<file path="config.mk">
export PLATFORM = sky130hd
export DESIGN_NAME = astx_transmitter
export DESIGN_NICKNAME = d
export VERILOG_FILES = /design/src/rtl/astx_pkg.sv /design/src/rtl/astx_baud_gen.sv /design/src/rtl/astx_transmitter.sv
export SDC_FILE = /design/constraint.sdc
export NUM_CORES = 1
export LEC_CHECK = 0
export ABC_AREA = 1
export BUFFER_PORTS_ARGS = -buffer_cell sky130_fd_sc_hd__buf_2
export CORE_MARGIN = 10
export CORE_UTILIZATION = 48
export DETAILED_ROUTE_END_ITERATION = 10
export GPL_ROUTABILITY_DRIVEN = 0
export PLACE_DENSITY = 0.7
export SYNTH_ARGS = -nofsm -noshare
export SYNTH_HDL_FRONTEND = slang
export SYNTH_SLANG_ARGS = --single-unit
export TNS_END_PERCENT = 10
</file>
<file path="constraint.sdc">
create_clock -name ref_clk -period 3.66 [get_ports ref_clk]
set_input_delay 0.732 -clock ref_clk [delete_from_list [all_inputs] [get_ports ref_clk]]
set_output_delay 0.732 -clock ref_clk [all_outputs]
set_load 0.005 [all_outputs]
</file>
<file path="src/rtl/astx_pkg.sv">
package astx_pkg;
    localparam int          DATA_BITS     = 8;
    localparam int          DIV_W         = 16;
    localparam int          CNT_W         = 4;
    localparam logic [3:0]  LAST_DATA_IDX = 4'h7;
    localparam logic [7:0]  DIV_RST_HI    = 8'h00;
    localparam logic [7:0]  DIV_RST_LO    = 8'h00;
    localparam logic [15:0] DIV_ONE       = 16'h0001;
    localparam logic        LINE_IDLE     = 1'b1;
    localparam logic        START_LVL     = 1'b0;
    localparam logic        STOP_LVL      = 1'b1;
    localparam logic        CTS_ASSERTED  = 1'b0;

    typedef enum logic [2:0] {
        ASTX_IDLE,
        ASTX_START,
        ASTX_DATA,
        ASTX_NINTH,
        ASTX_STOP1,
        ASTX_STOP2
    } astx_state_t;
endpackage

</file>
<file path="src/rtl/astx_baud_gen.sv">
module astx_baud_gen
    import astx_pkg::*;
(
    input  wire logic             ref_clk,
    input  wire logic             rst,
    input  wire logic             restart,
    input  wire logic [DIV_W-1:0] divisor,
    output logic                  bit_tick
);
    logic [DIV_W-1:0] cnt_r;
    logic [DIV_W-1:0] cnt_nxt;
    logic             at_end;

    // Divisor of zero behaves as one so the line never freezes
    assign at_end   = (cnt_r + DIV_ONE >= divisor);
    assign cnt_nxt  = (restart || at_end) ? '0 : cnt_r + DIV_ONE;
    assign bit_tick = at_end && !restart;

    always_ff @(posedge ref_clk) begin
        if (rst) begin
            cnt_r <= '0;
        end else begin
            cnt_r <= cnt_nxt;
        end
    end
endmodule

</file>
<file path="src/rtl/astx_transmitter.sv">
// What this block does
// - Eight data bits, LSB first
// - Low start, one or two high stops
// - Optional even or odd parity bit
// - Shared divider and format, independent transmitter
// - Sixteen-bit divider from high/low bytes
// - Empty flag high when holding free
// - Held byte moves to shifter automatically
// - Interrupt request while holding register free
// - Request immediate after enabling, holding empty
// - Start only while transmit enable set; finish character
// - Parity enable and even/odd select
// - Flow control gates new character starts
// - Multidrop mode gives ninth bit
// - Ninth bit equals outgoing address flag
// - Driver enable output during transmission
// - Clear-to-send sampled before start; finish character
// - Ninth bit after data, before stops
module astx_transmitter
    import astx_pkg::*;
(
    input  wire logic       ref_clk,
    input  wire logic       rst,
    input  wire logic [7:0] baud_div_hi_wdata,
    input  wire logic       baud_div_hi_we,
    input  wire logic [7:0] baud_div_lo_wdata,
    input  wire logic       baud_div_lo_we,
    input  wire logic       tx_enable_bit,
    input  wire logic       parity_enable_bit,
    input  wire logic       parity_odd_select,
    input  wire logic       two_stop_bits,
    input  wire logic       flow_control_enable,
    input  wire logic       multidrop_mode_enable,
    input  wire logic       outgoing_address_flag,
    input  wire logic       tx_irq_enable,
    input  wire logic [7:0] tx_data_wdata,
    input  wire logic       tx_data_we,
    input  wire logic       clear_to_send_n,
    output logic [15:0]     baud_divider,
    output logic            tx_holding_empty_flag,
    output logic            tx_irq,
    output logic            tx_busy,
    output logic            tx_line,
    output logic            driver_enable
);
    astx_state_t      state_r;
    astx_state_t      state_nxt;
    logic [7:0]       div_hi_r;
    logic [7:0]       div_lo_r;
    logic [7:0]       hold_r;
    logic             hold_full_r;
    logic             hold_addr_r;
    logic [7:0]       shift_r;
    logic             ninth_r;
    logic             ninth_en_r;
    logic             stop2_r;
    logic [CNT_W-1:0] bit_idx_r;
    logic             line_r;
    logic             de_r;
    logic             cts_ok_r;
    logic             bit_tick;
    logic             idle;
    logic             start_go;
    logic             load_shift;
    logic             parity_bit;
    logic             ninth_val;
    logic             ninth_used;
    logic             last_data;
    logic             line_nxt;
    logic             data_adv;
    logic             data_bit;

    // Each byte loads alone; rewrite both while idle to avoid a mixed rate
    assign baud_divider = {div_hi_r, div_lo_r};

    astx_baud_gen u_baud (
        .ref_clk  (ref_clk),
        .rst      (rst),
        .restart  (start_go),
        .divisor  (baud_divider),
        .bit_tick (bit_tick)
    );

    assign idle       = (state_r == ASTX_IDLE);
    // Gate uses the level registered one clock earlier
    assign start_go   = idle && hold_full_r && tx_enable_bit
                        && (!flow_control_enable || cts_ok_r);
    assign load_shift = start_go;
    assign parity_bit = (^hold_r) ^ parity_odd_select;
    assign ninth_val  = multidrop_mode_enable ? hold_addr_r : parity_bit;
    assign ninth_used = multidrop_mode_enable || parity_enable_bit;
    assign last_data  = (bit_idx_r == LAST_DATA_IDX);
    // Step to the next bit only on the tick that ends the current one
    assign data_adv   = (state_r == ASTX_DATA) && bit_tick;
    assign data_bit   = data_adv ? shift_r[1] : shift_r[0];

    always_comb begin
        state_nxt = state_r;
        case (state_r)
            ASTX_IDLE:  if (start_go) state_nxt = ASTX_START;
            ASTX_START: if (bit_tick) state_nxt = ASTX_DATA;
            ASTX_DATA: begin
                if (bit_tick && last_data) begin
                    state_nxt = ninth_en_r ? ASTX_NINTH : ASTX_STOP1;
                end
            end
            ASTX_NINTH: if (bit_tick) state_nxt = ASTX_STOP1;
            ASTX_STOP1: begin
                if (bit_tick) begin
                    state_nxt = stop2_r ? ASTX_STOP2 : ASTX_IDLE;
                end
            end
            ASTX_STOP2: if (bit_tick) state_nxt = ASTX_IDLE;
            default:    state_nxt = ASTX_IDLE;
        endcase
    end

    always_comb begin
        case (state_nxt)
            ASTX_START: line_nxt = START_LVL;
            ASTX_DATA:  line_nxt = data_bit;
            ASTX_NINTH: line_nxt = ninth_r;
            ASTX_STOP1: line_nxt = STOP_LVL;
            ASTX_STOP2: line_nxt = STOP_LVL;
            default:    line_nxt = LINE_IDLE;
        endcase
    end

    always_ff @(posedge ref_clk) begin
        if (rst) begin
            div_hi_r <= DIV_RST_HI;
        end else if (baud_div_hi_we) begin
            div_hi_r <= baud_div_hi_wdata;
        end
    end

    always_ff @(posedge ref_clk) begin
        if (rst) begin
            div_lo_r <= DIV_RST_LO;
        end else if (baud_div_lo_we) begin
            div_lo_r <= baud_div_lo_wdata;
        end
    end

    // Write while full is ignored unless the shifter loads in the same cycle; software must poll the flag first
    always_ff @(posedge ref_clk) begin
        if (rst) begin
            hold_full_r <= 1'b0;
            hold_r      <= '0;
            hold_addr_r <= 1'b0;
        end else if (tx_data_we && (!hold_full_r || load_shift)) begin
            hold_full_r <= 1'b1;
            hold_r      <= tx_data_wdata;
            hold_addr_r <= outgoing_address_flag;
        end else if (load_shift) begin
            hold_full_r <= 1'b0;
        end
    end

    // Format and stop count latched here, so changes wait for the next frame
    always_ff @(posedge ref_clk) begin
        if (rst) begin
            shift_r    <= '0;
            ninth_r    <= 1'b0;
            ninth_en_r <= 1'b0;
            stop2_r    <= 1'b0;
            bit_idx_r  <= '0;
        end else if (load_shift) begin
            shift_r    <= hold_r;
            ninth_r    <= ninth_val;
            ninth_en_r <= ninth_used;
            stop2_r    <= two_stop_bits;
            bit_idx_r  <= '0;
        end else if (data_adv) begin
            shift_r   <= {1'b0, shift_r[7:1]};
            bit_idx_r <= bit_idx_r + 4'h1;
        end
    end

    always_ff @(posedge ref_clk) begin
        if (rst) begin
            state_r <= ASTX_IDLE;
        end else begin
            state_r <= state_nxt;
        end
    end

    // Line and driver enable move on the same edge as the state
    always_ff @(posedge ref_clk) begin
        if (rst) begin
            line_r <= LINE_IDLE;
        end else begin
            line_r <= line_nxt;
        end
    end

    always_ff @(posedge ref_clk) begin
        if (rst) begin
            de_r <= 1'b0;
        end else begin
            de_r <= (state_nxt != ASTX_IDLE);
        end
    end

    // One register stage is the clock of look-ahead before a start
    always_ff @(posedge ref_clk) begin
        if (rst) begin
            cts_ok_r <= 1'b0;
        end else begin
            cts_ok_r <= (clear_to_send_n == CTS_ASSERTED);
        end
    end

    assign tx_line               = line_r;
    assign driver_enable         = de_r;
    assign tx_busy               = !idle;
    assign tx_holding_empty_flag = !hold_full_r;
    assign tx_irq = tx_irq_enable && tx_enable_bit && !hold_full_r;
endmodule

</file>
==> results of run 1 <==
## cell type report
type,instances,area (sq um)
Clock buffer,12,145
Clock inverter,4,45.0
Fill cell,635,2660
Inverter,73,277
Multi-Input combinational cell,280,1600
Sequential cell,63,1260
Tap cell,77,96.3
Timing Repair Buffer,59,298
## per-stage QoR
step           instance area (sq um)  instances  total power, W  worst slack [ps]  util, %
2_1_floorplan                   3180        425        0.000898               837        -
3_3_place_gp                    3540        552        0.000967               655     55.4
3_5_place_dp                    3540        552        0.000972               538     55.4
4_1_cts                         3730        568         0.00156               512     58.3
5_1_grt                         3730        568         0.00163              87.7     58.3
6_report                        3730        568         0.00155               512     58.3
## worst paths after layout
kind         depth (start not counted)  slack, ps                  endpoint
min                                  2        480  div_lo_r[6]$_SDFFE_PP0P_
max reg2reg                         20        510  driver_enable$_SDFF_PP0_
min reg2reg                          2        480  div_lo_r[6]$_SDFFE_PP0P_
max                                 20        510  driver_enable$_SDFF_PP0_
## Yosys cell counts, types with 2 or more instances
cell,n,area (sq um)
a211oi_2,2,25.0
a21oi_1,37,185
buf_2,3,15.0
clkbuf_1,5,18.8
dfxtp_1,63,1260
ha_1,18,225
inv_1,67,251
inv_2,4,15.0
nand2_1,59,221
nand2_2,3,18.8
nand3_1,15,75.1
nand3_2,3,30.0
nand4_1,6,37.5
nor2_1,55,206
nor2_2,2,12.5
nor3_1,4,20.0
nor3_2,5,50.1
o21ai_0,34,170
o21ai_1,7,35.0
xnor2_1,8,70.1
xor2_1,8,70.1
## per-layer routing
| layer | share of wire [%] | vias to the layer above |
|---|---|---|
| met2 | 48 | 50 |
| met5 | 0 | - |
| met4 | 1.4 | 0 |
| li1 | - | 1483 |
| met1 | 46 | 1266 |
| met3 | 5.0 | 7 |
## registers in the layout, summed over array words and instances, names as in the netlist, 3 cells and up
name          cells
u_baud.cnt_r     16
bit_idx_r         4
hold_r            8
div_hi_r          8
state_r           3
div_lo_r          8
shift_r           8
## power by group through the flow
stage                     Clock (W)  Combinational, W  Sequential, W
after CTS                  0.000604          0.000216       0.000743
after floorplan                   0          0.000142       0.000756
after detailed placement          0          0.000214       0.000758
final                      0.000593          0.000212       0.000743
after global placement            0          0.000210       0.000757
after global routing       0.000637          0.000245       0.000747
## cells by family (layout without fill, tap and decap cells)
kind of cell	count (synthesis)	in the layout	share of synthesized area, %
AO/OA/AOI/OAI	86	86	14.8
XOR/XNOR	16	16	4.41
adder cells (fa/ha/maj)	18	18	7.08
buffers and inverters	82	148	9.88
flip-flops	63	63	39.7
AND/OR/NAND/NOR	160	160	24.2
## worst reg2reg max path: cells and delay by family (launching register included)
kind | cells | cell delay [ps]
simple gates | 13 | 1570
fa+ha+maj | 2 | 450
compound gates | 3 | 360
xor+xnor | 1 | 200
buf+inv | 1 | 60
flops | 1 | 400
==> summary.txt, run 1 <==
outcome: complete, no violations
slew margin rel.: 45.4%
share of layout cells above drive strength 1: 20.8%
Detail Route Antenna Nets: 0
RSZ-0062 raised after global routing: false
Fmax: 318 MHz
nets: 542
Pwr Density: 416 mW/mm^2
WL/cell: 12.0 microns
delay-heaviest family, CP: simple AND/OR/NAND/NOR gates
most frequent cells in the layout: 67 x inv_1, 63 x dfxtp_1, 59 x nand2_1
Crit Path Max Fanout: 8
full die area: 0.0103 sq mm
#FFs+latches synth: 63
Routed Wire Length: 6.80 mm
Finish-stage setup viols: 0
Net Sw Frac: 26.5%
met2 usage: 23.4%
sw power: 0.000410 W
Critical Path Sink Type: register
synthesized area per cell: 7.48 sq um
Core ar.: 0.00639 sq mm
cell count after synthesis: 425
Hold Buf Count CTS: 0
Worst VDD drop: 0.240 mV
crit path launch: u_baud.cnt_r[0]$_SDFF_PP0_
setup TNS: 0 ps
largest net degree at the start of global routing: 31
Post-CTS Setup Bufs: 0
crit path kind: register to register
Final Hold Vio Count: 0
Clk pwr share: 38.3%
Mapped Area: 0.00318 sq mm
Int Power: 0.00114 W
GRT Util Overall: 13.9%
Antenna diodes: 0
first-pass GRT wire length: 11.8 mm
most common cell after layout, fill and taps aside: inv_1
slew at the pin closest to its max-slew limit: 817 ps
final setup skew: 3.78 ps
clock buffer depth: 2
number of global-route vias before repair: 2,761
DR vias: 2,806
min-delay src: div_lo_r[6]$_SDFFE_PP0P_
asr flop ratio synth: 0%
Comb pwr share: 13.7%
Buf/Inv on CP: 1
Root Driver: clkbuf_8
HPWL after DPL: 5.21 mm
M3 GR Usage: 4.77%
number of synthesized flops with an enable pin: 0
first drt pass iteration count: 4
R2R Path Start: u_baud.cnt_r[0]$_SDFF_PP0_
worst hold slack: 481 ps
Largest stage delay, worst path: 400 ps
row count: 29
CTS tree: done
htree depth: 3
Arr. time, crit path: 3370 ps
DR vias/cell: 4.94
Max Cap Violations: 0
worst-skew pair later-pin latency: 340 ps
fin crit period: 3150 ps
I/O pin count: 59
critical path's slowest cell: dfxtp_1
PortBufs: 58
total CTS buffers: 9
Seq pwr share: 48.0%
most used routing layer: met2
YS warnings: 0
initial detailed-routing violation count: 94
Leak Pwr: 1.81 nW
Worst Hold Class: register to register
clk sinks: 63
met1 Use GR: 15.7%
Overflow after GRT: 0
sequential cell area fraction in the yosys report: 39.7%
drt drc: 0
Die Span X: 101 microns
Slew Viols, Final: 0
Main synth FF type: dfxtp_1
initial cell density of the core: 49.8%
Tcrit/Tclk final: 86.0%
WP data required: 3880 ps
worst path cell trace: ha_1 -> nand2_1 -> nor3_2 -> nand3_2 -> nor3_2 -> nand2_1 -> nor2_1 -> xor2_1 -> inv_1 -> ha_1 -> nand2_1 -> o21ai_0 -> a21oi_1 -> nand2_2 -> nand2_1 -> nand2_1 -> nand2_1 -> nand2_1 -> nor2_1 -> o21ai_1
Mapped Nets: 481
most used cell, CP: nand2_1
area growth from synthesis to layout: 17.2%
crit start category: register
Die Y: 101 microns
initial antenna violation count: 0
PostCTS Resize Cnt: 0
clock transition at the registers of the reported paths: 70 ps
Yosys cell types: 38
(Power assumes the default switching activity.)
==> run 2, diff against run 1 <==
- ABC_AREA: 1 -> unset
- PLACE_DENSITY: 0.7 -> 0.71
- REMOVE_ABC_BUFFERS: unset -> 1
- SLEW_MARGIN: unset -> 10
==> run 2 against run 1 <==
Compared with the run above:
- worst setup slack worse by 180 ps
- die area fell by 2.5%
- worst hold slack worse by 9.4 ps
- power decreased by 1.1%
- routed wire length decreased by 5.5%
- flip-flop and latch count is the same
- non-clock buffer count up 2
- clock power hardly changed
- synthesized area fell by 3.1%
- first-iteration DRC count fell by 16%
- clock-buffer cell count is the same
==> summary.txt, run 2 <==
crit start category: register
critical path's slowest cell: dfxtp_1
drt drc: 0 (unchanged)
setup slack, reg-to-reg: 330 ps (-180 ps)
most frequent cells in the layout: 63 x dfxtp_1, 58 x buf_2, 53 x nor2_1
Net Sw Frac: 25.6% (-0.92 points)
Clk pwr share: 38.5% (+0.2 points)
worst hold stages: 2 (unchanged)
Slew Viols, Final: 0 (unchanged)
clock transition at the registers of the reported paths: 70 ps (about the same)
synthesized area per cell: 8.93 sq um (+19%)
Final Util: 57.6% (-0.72 points)
HPWL after DPL: 4.87 mm (-6.6%)
Detail Route Antenna Nets: 0 (unchanged)
Die Span X: 100 microns (-1.2%)
Main synth FF type: dfxtp_1
Max Cap Violations: 0 (unchanged)
WL/cell: 13.2 microns (+10%)
Post-DP Area: 0.00343 sq mm (-3.1%)
Crit Path Max Fanout: 5 (-3)
initial detailed-routing violation count: 79 (-16%)
Pwr Density: 424 mW/mm^2 (+1.9%)
worst flop-to-flop path endpoint: tx_line$_SDFF_PP1_
Post-CTS Setup Bufs: 0 (unchanged)
slew at the pin closest to its max-slew limit: 567 ps (-251 ps)
PostCTS Resize Cnt: 0 (unchanged)
I/O pin count: 59 (unchanged)
first-pass GRT wire length: 10.9 mm (-7.6%)
initial antenna violation count: 0 (unchanged)
sw power: 0.000392 W (-4.5%)
Arr. time, crit path: 3560 ps (+190 ps)
Critical Path Sink Type: register
nets: 460 (-15%)
share of layout cells above drive strength 1: 20.0% (-0.73 points)
clk sinks: 63 (unchanged)
slew margin rel.: 62.2% (+17 points)
FF-to-FF path depth: 14 (-30%)
YS warnings: 0 (unchanged)
Fmax: 301 MHz (-5.4%)
Largest stage delay, worst path: 390 ps (about the same)
Root Driver: clkbuf_8
cell count after synthesis: 345 (-19%)
Largest Register: u_baud.cnt_r
fin crit period: 3330 ps (+180 ps)
clock buffer depth: 2 (unchanged)
Tcrit/Tclk final: 90.9% (+4.9 points)
design area: 0.00362 sq mm (-2.9%)
sequential cell area fraction in the yosys report: 40.9% (+1.3 points)
Die Y: 100 microns (-1.2%)
worst-skew pair later-pin latency: 340 ps (about the same)
initial cell density of the core: 49.1% (-0.69 points)
Worst VDD drop: 0.300 mV (+25%)
Hold Buf Count CTS: 0 (unchanged)
largest net degree at the start of global routing: 48 (+55%)
count leader, synth: dfxtp_1
RSZ-0062 raised after global routing: false
Synth area leader: dfxtp_1
most common cell after layout, fill and taps aside: dfxtp_1
Synth area leaders: dfxtp_1 41%, mux2i_1 8.8%, ha_1 7.3%, nor2_1 6.5%, xnor2_1 4.5%
htree depth: 3 (unchanged)
Worst Setup EP: tx_line$_SDFF_PP1_
Routed Wire Length: 6.43 mm (-5.5%)
crit path kind: register to register
DR vias/cell: 5.12 (+3.6%)
post-synth top area share: 40.9% (+1.3 points)
PortBufs: 58 (unchanged)
Yosys cell types: 47 (+24%)
final setup skew: 6.54 ps (+2.76 ps)
setup TNS: 0 ps (unchanged)
area growth from synthesis to layout: 17.4%
Largest register FFs: 16 (unchanged)
number of global-route vias before repair: 2,437 (-12%)
DR vias: 2,487 (-11%)
number of synthesized flops with an enable pin: 0 (unchanged)
row count: 29 (unchanged)
Core ar.: 0.00628 sq mm (-1.7%)
first drt pass iteration count: 4 (unchanged)
full die area: 0.0100 sq mm (-2.5%)
WP data required: 3900 ps (+20 ps)
crit path launch: u_baud.cnt_r[3]$_SDFF_PP0_
CTS tree: done
Worst Hold Class: register to register
Antenna diodes: 0 (unchanged)
asr flop ratio synth: 0% (unchanged)
Final Hold Vio Count: 0 (unchanged)
#FFs+latches synth: 63 (unchanged)
Overflow after GRT: 0 (unchanged)
GRT Util Overall: 13.1% (-0.82 points)
Synth top cells by count: 63 x dfxtp_1, 53 x nor2_1, 27 x mux2i_1, 27 x nand2_1, 23 x inv_1
worst path cell trace: nand3_1 -> nor2_1 -> nand2_1 -> nor3_1 -> nand3_1 -> xnor2_1 -> ha_1 -> nand4_1 -> nor2_1 -> o311ai_4 -> and3_1 -> a311oi_4 -> nand4b_1 -> a211o_1
Leak Pwr: 1.64 nW (-9.6%)
Mapped Area: 0.00308 sq mm (-3.1%)
R2R Path Start: u_baud.cnt_r[3]$_SDFF_PP0_
Finish-stage setup viols: 0 (unchanged)
total CTS buffers: 9 (unchanged)
Int Power: 0.00114 W (+0.19%)
outcome: complete, no violations
Seq pwr share: 48.3% (+0.3 points)
Comb pwr share: 13.3% (-0.4 points)
run 2: changes by cell type in the layout (fill, tap and decap cells not counted), sizes merged, moves of 4 or more:
cell / delta
nor2: -5
xnor2: +8
a31oi: +4
inv: -49
nor2b: +16
a21oi: -28
o21ai: -34
mux2i: +27
a311oi: +7
nand3: -9
nand2: -36
run 2: kinds of logic after synthesis:
family                   after synthesis  share of synthesized area [%]
AND/OR/NAND/NOR                      136                           20.8
XOR/XNOR                              25                           7.11
flip-flops                            63                           40.9
AO/OA/AOI/OAI                         40                           10.2
adder cells (fa/ha/maj)               18                           7.31
multiplexers                          27                           8.77
buffers and inverters                 36                           4.87
run 2: layer usage:
metal | up-vias | wire, microns | GRT usage, %
li1 | 1296 | - | -
met1 | 1127 | 2920 | 14.9
met2 | 51 | 3040 | 21.2
met3 | 13 | 307 | 4.05
met4 | 0 | 163 | 7.50
met5 | - | 0 | 0
run 2: power groups by stage:
stage / Sequential (W) / Clock (W) / Combinational [W]
floorplan: 0.000751 / 0 / 0.000127
global placement: 0.000754 / 0 / 0.000198
detailed placement: 0.000755 / 0 / 0.000205
CTS: 0.000740 / 0.000604 / 0.000207
global route: 0.000744 / 0.000634 / 0.000230
finish: 0.000739 / 0.000590 / 0.000203
run 2: worst min path at each step:
| stage | start | endpoint | slack (ps) |
|---|---|---|---|
| final | shift_r[6]$_SDFFE_PP0P_ | shift_r[6]$_SDFFE_PP0P_ | 470 |
| after global routing | stop2_r$_SDFFE_PP0P_ | stop2_r$_SDFFE_PP0P_ | 490 |
| after global placement | u_baud.cnt_r[0]$_SDFF_PP0_ | u_baud.cnt_r[0]$_SDFF_PP0_ | 460 |
| after CTS | shift_r[6]$_SDFFE_PP0P_ | shift_r[6]$_SDFFE_PP0P_ | 470 |
| after detailed placement | u_baud.cnt_r[0]$_SDFF_PP0_ | u_baud.cnt_r[0]$_SDFF_PP0_ | 460 |
| after floorplan | u_baud.cnt_r[0]$_SDFF_PP0_ | u_baud.cnt_r[0]$_SDFF_PP0_ | 430 |
run 2: cell type report:
type / instances / area (sq um)
clock buffer: 12 / 145
sequential: 63 / 1260
timing repair buffer: 61 / 313
inverter: 23 / 86.3
tap: 77 / 96.3
multi-input combinational: 246 / 1670
clock inverter: 4 / 45.0
fill: 574 / 2660
run 2: worst max-delay path: cells and delay by family, from the launching register on:
kind / cells / cell delay [ps]
AOI/OAI and AO/OA: 3 / 810
xor gates and xnor gates: 1 / 160
adders and majority gates: 1 / 300
DFF: 1 / 390
and+or+nand+nor: 9 / 1550
run 2: metrics by stage:
stage	worst slack, ps	instances	hold WS, ps	total power (W)
after detailed placement	376	470	462	0.000960
final	332	486	471	0.00153
after global routing	48.5	486	488	0.00161
after global placement	461	470	456	0.000951
after floorplan	649	332	433	0.000879
after CTS	332	486	472	0.00155
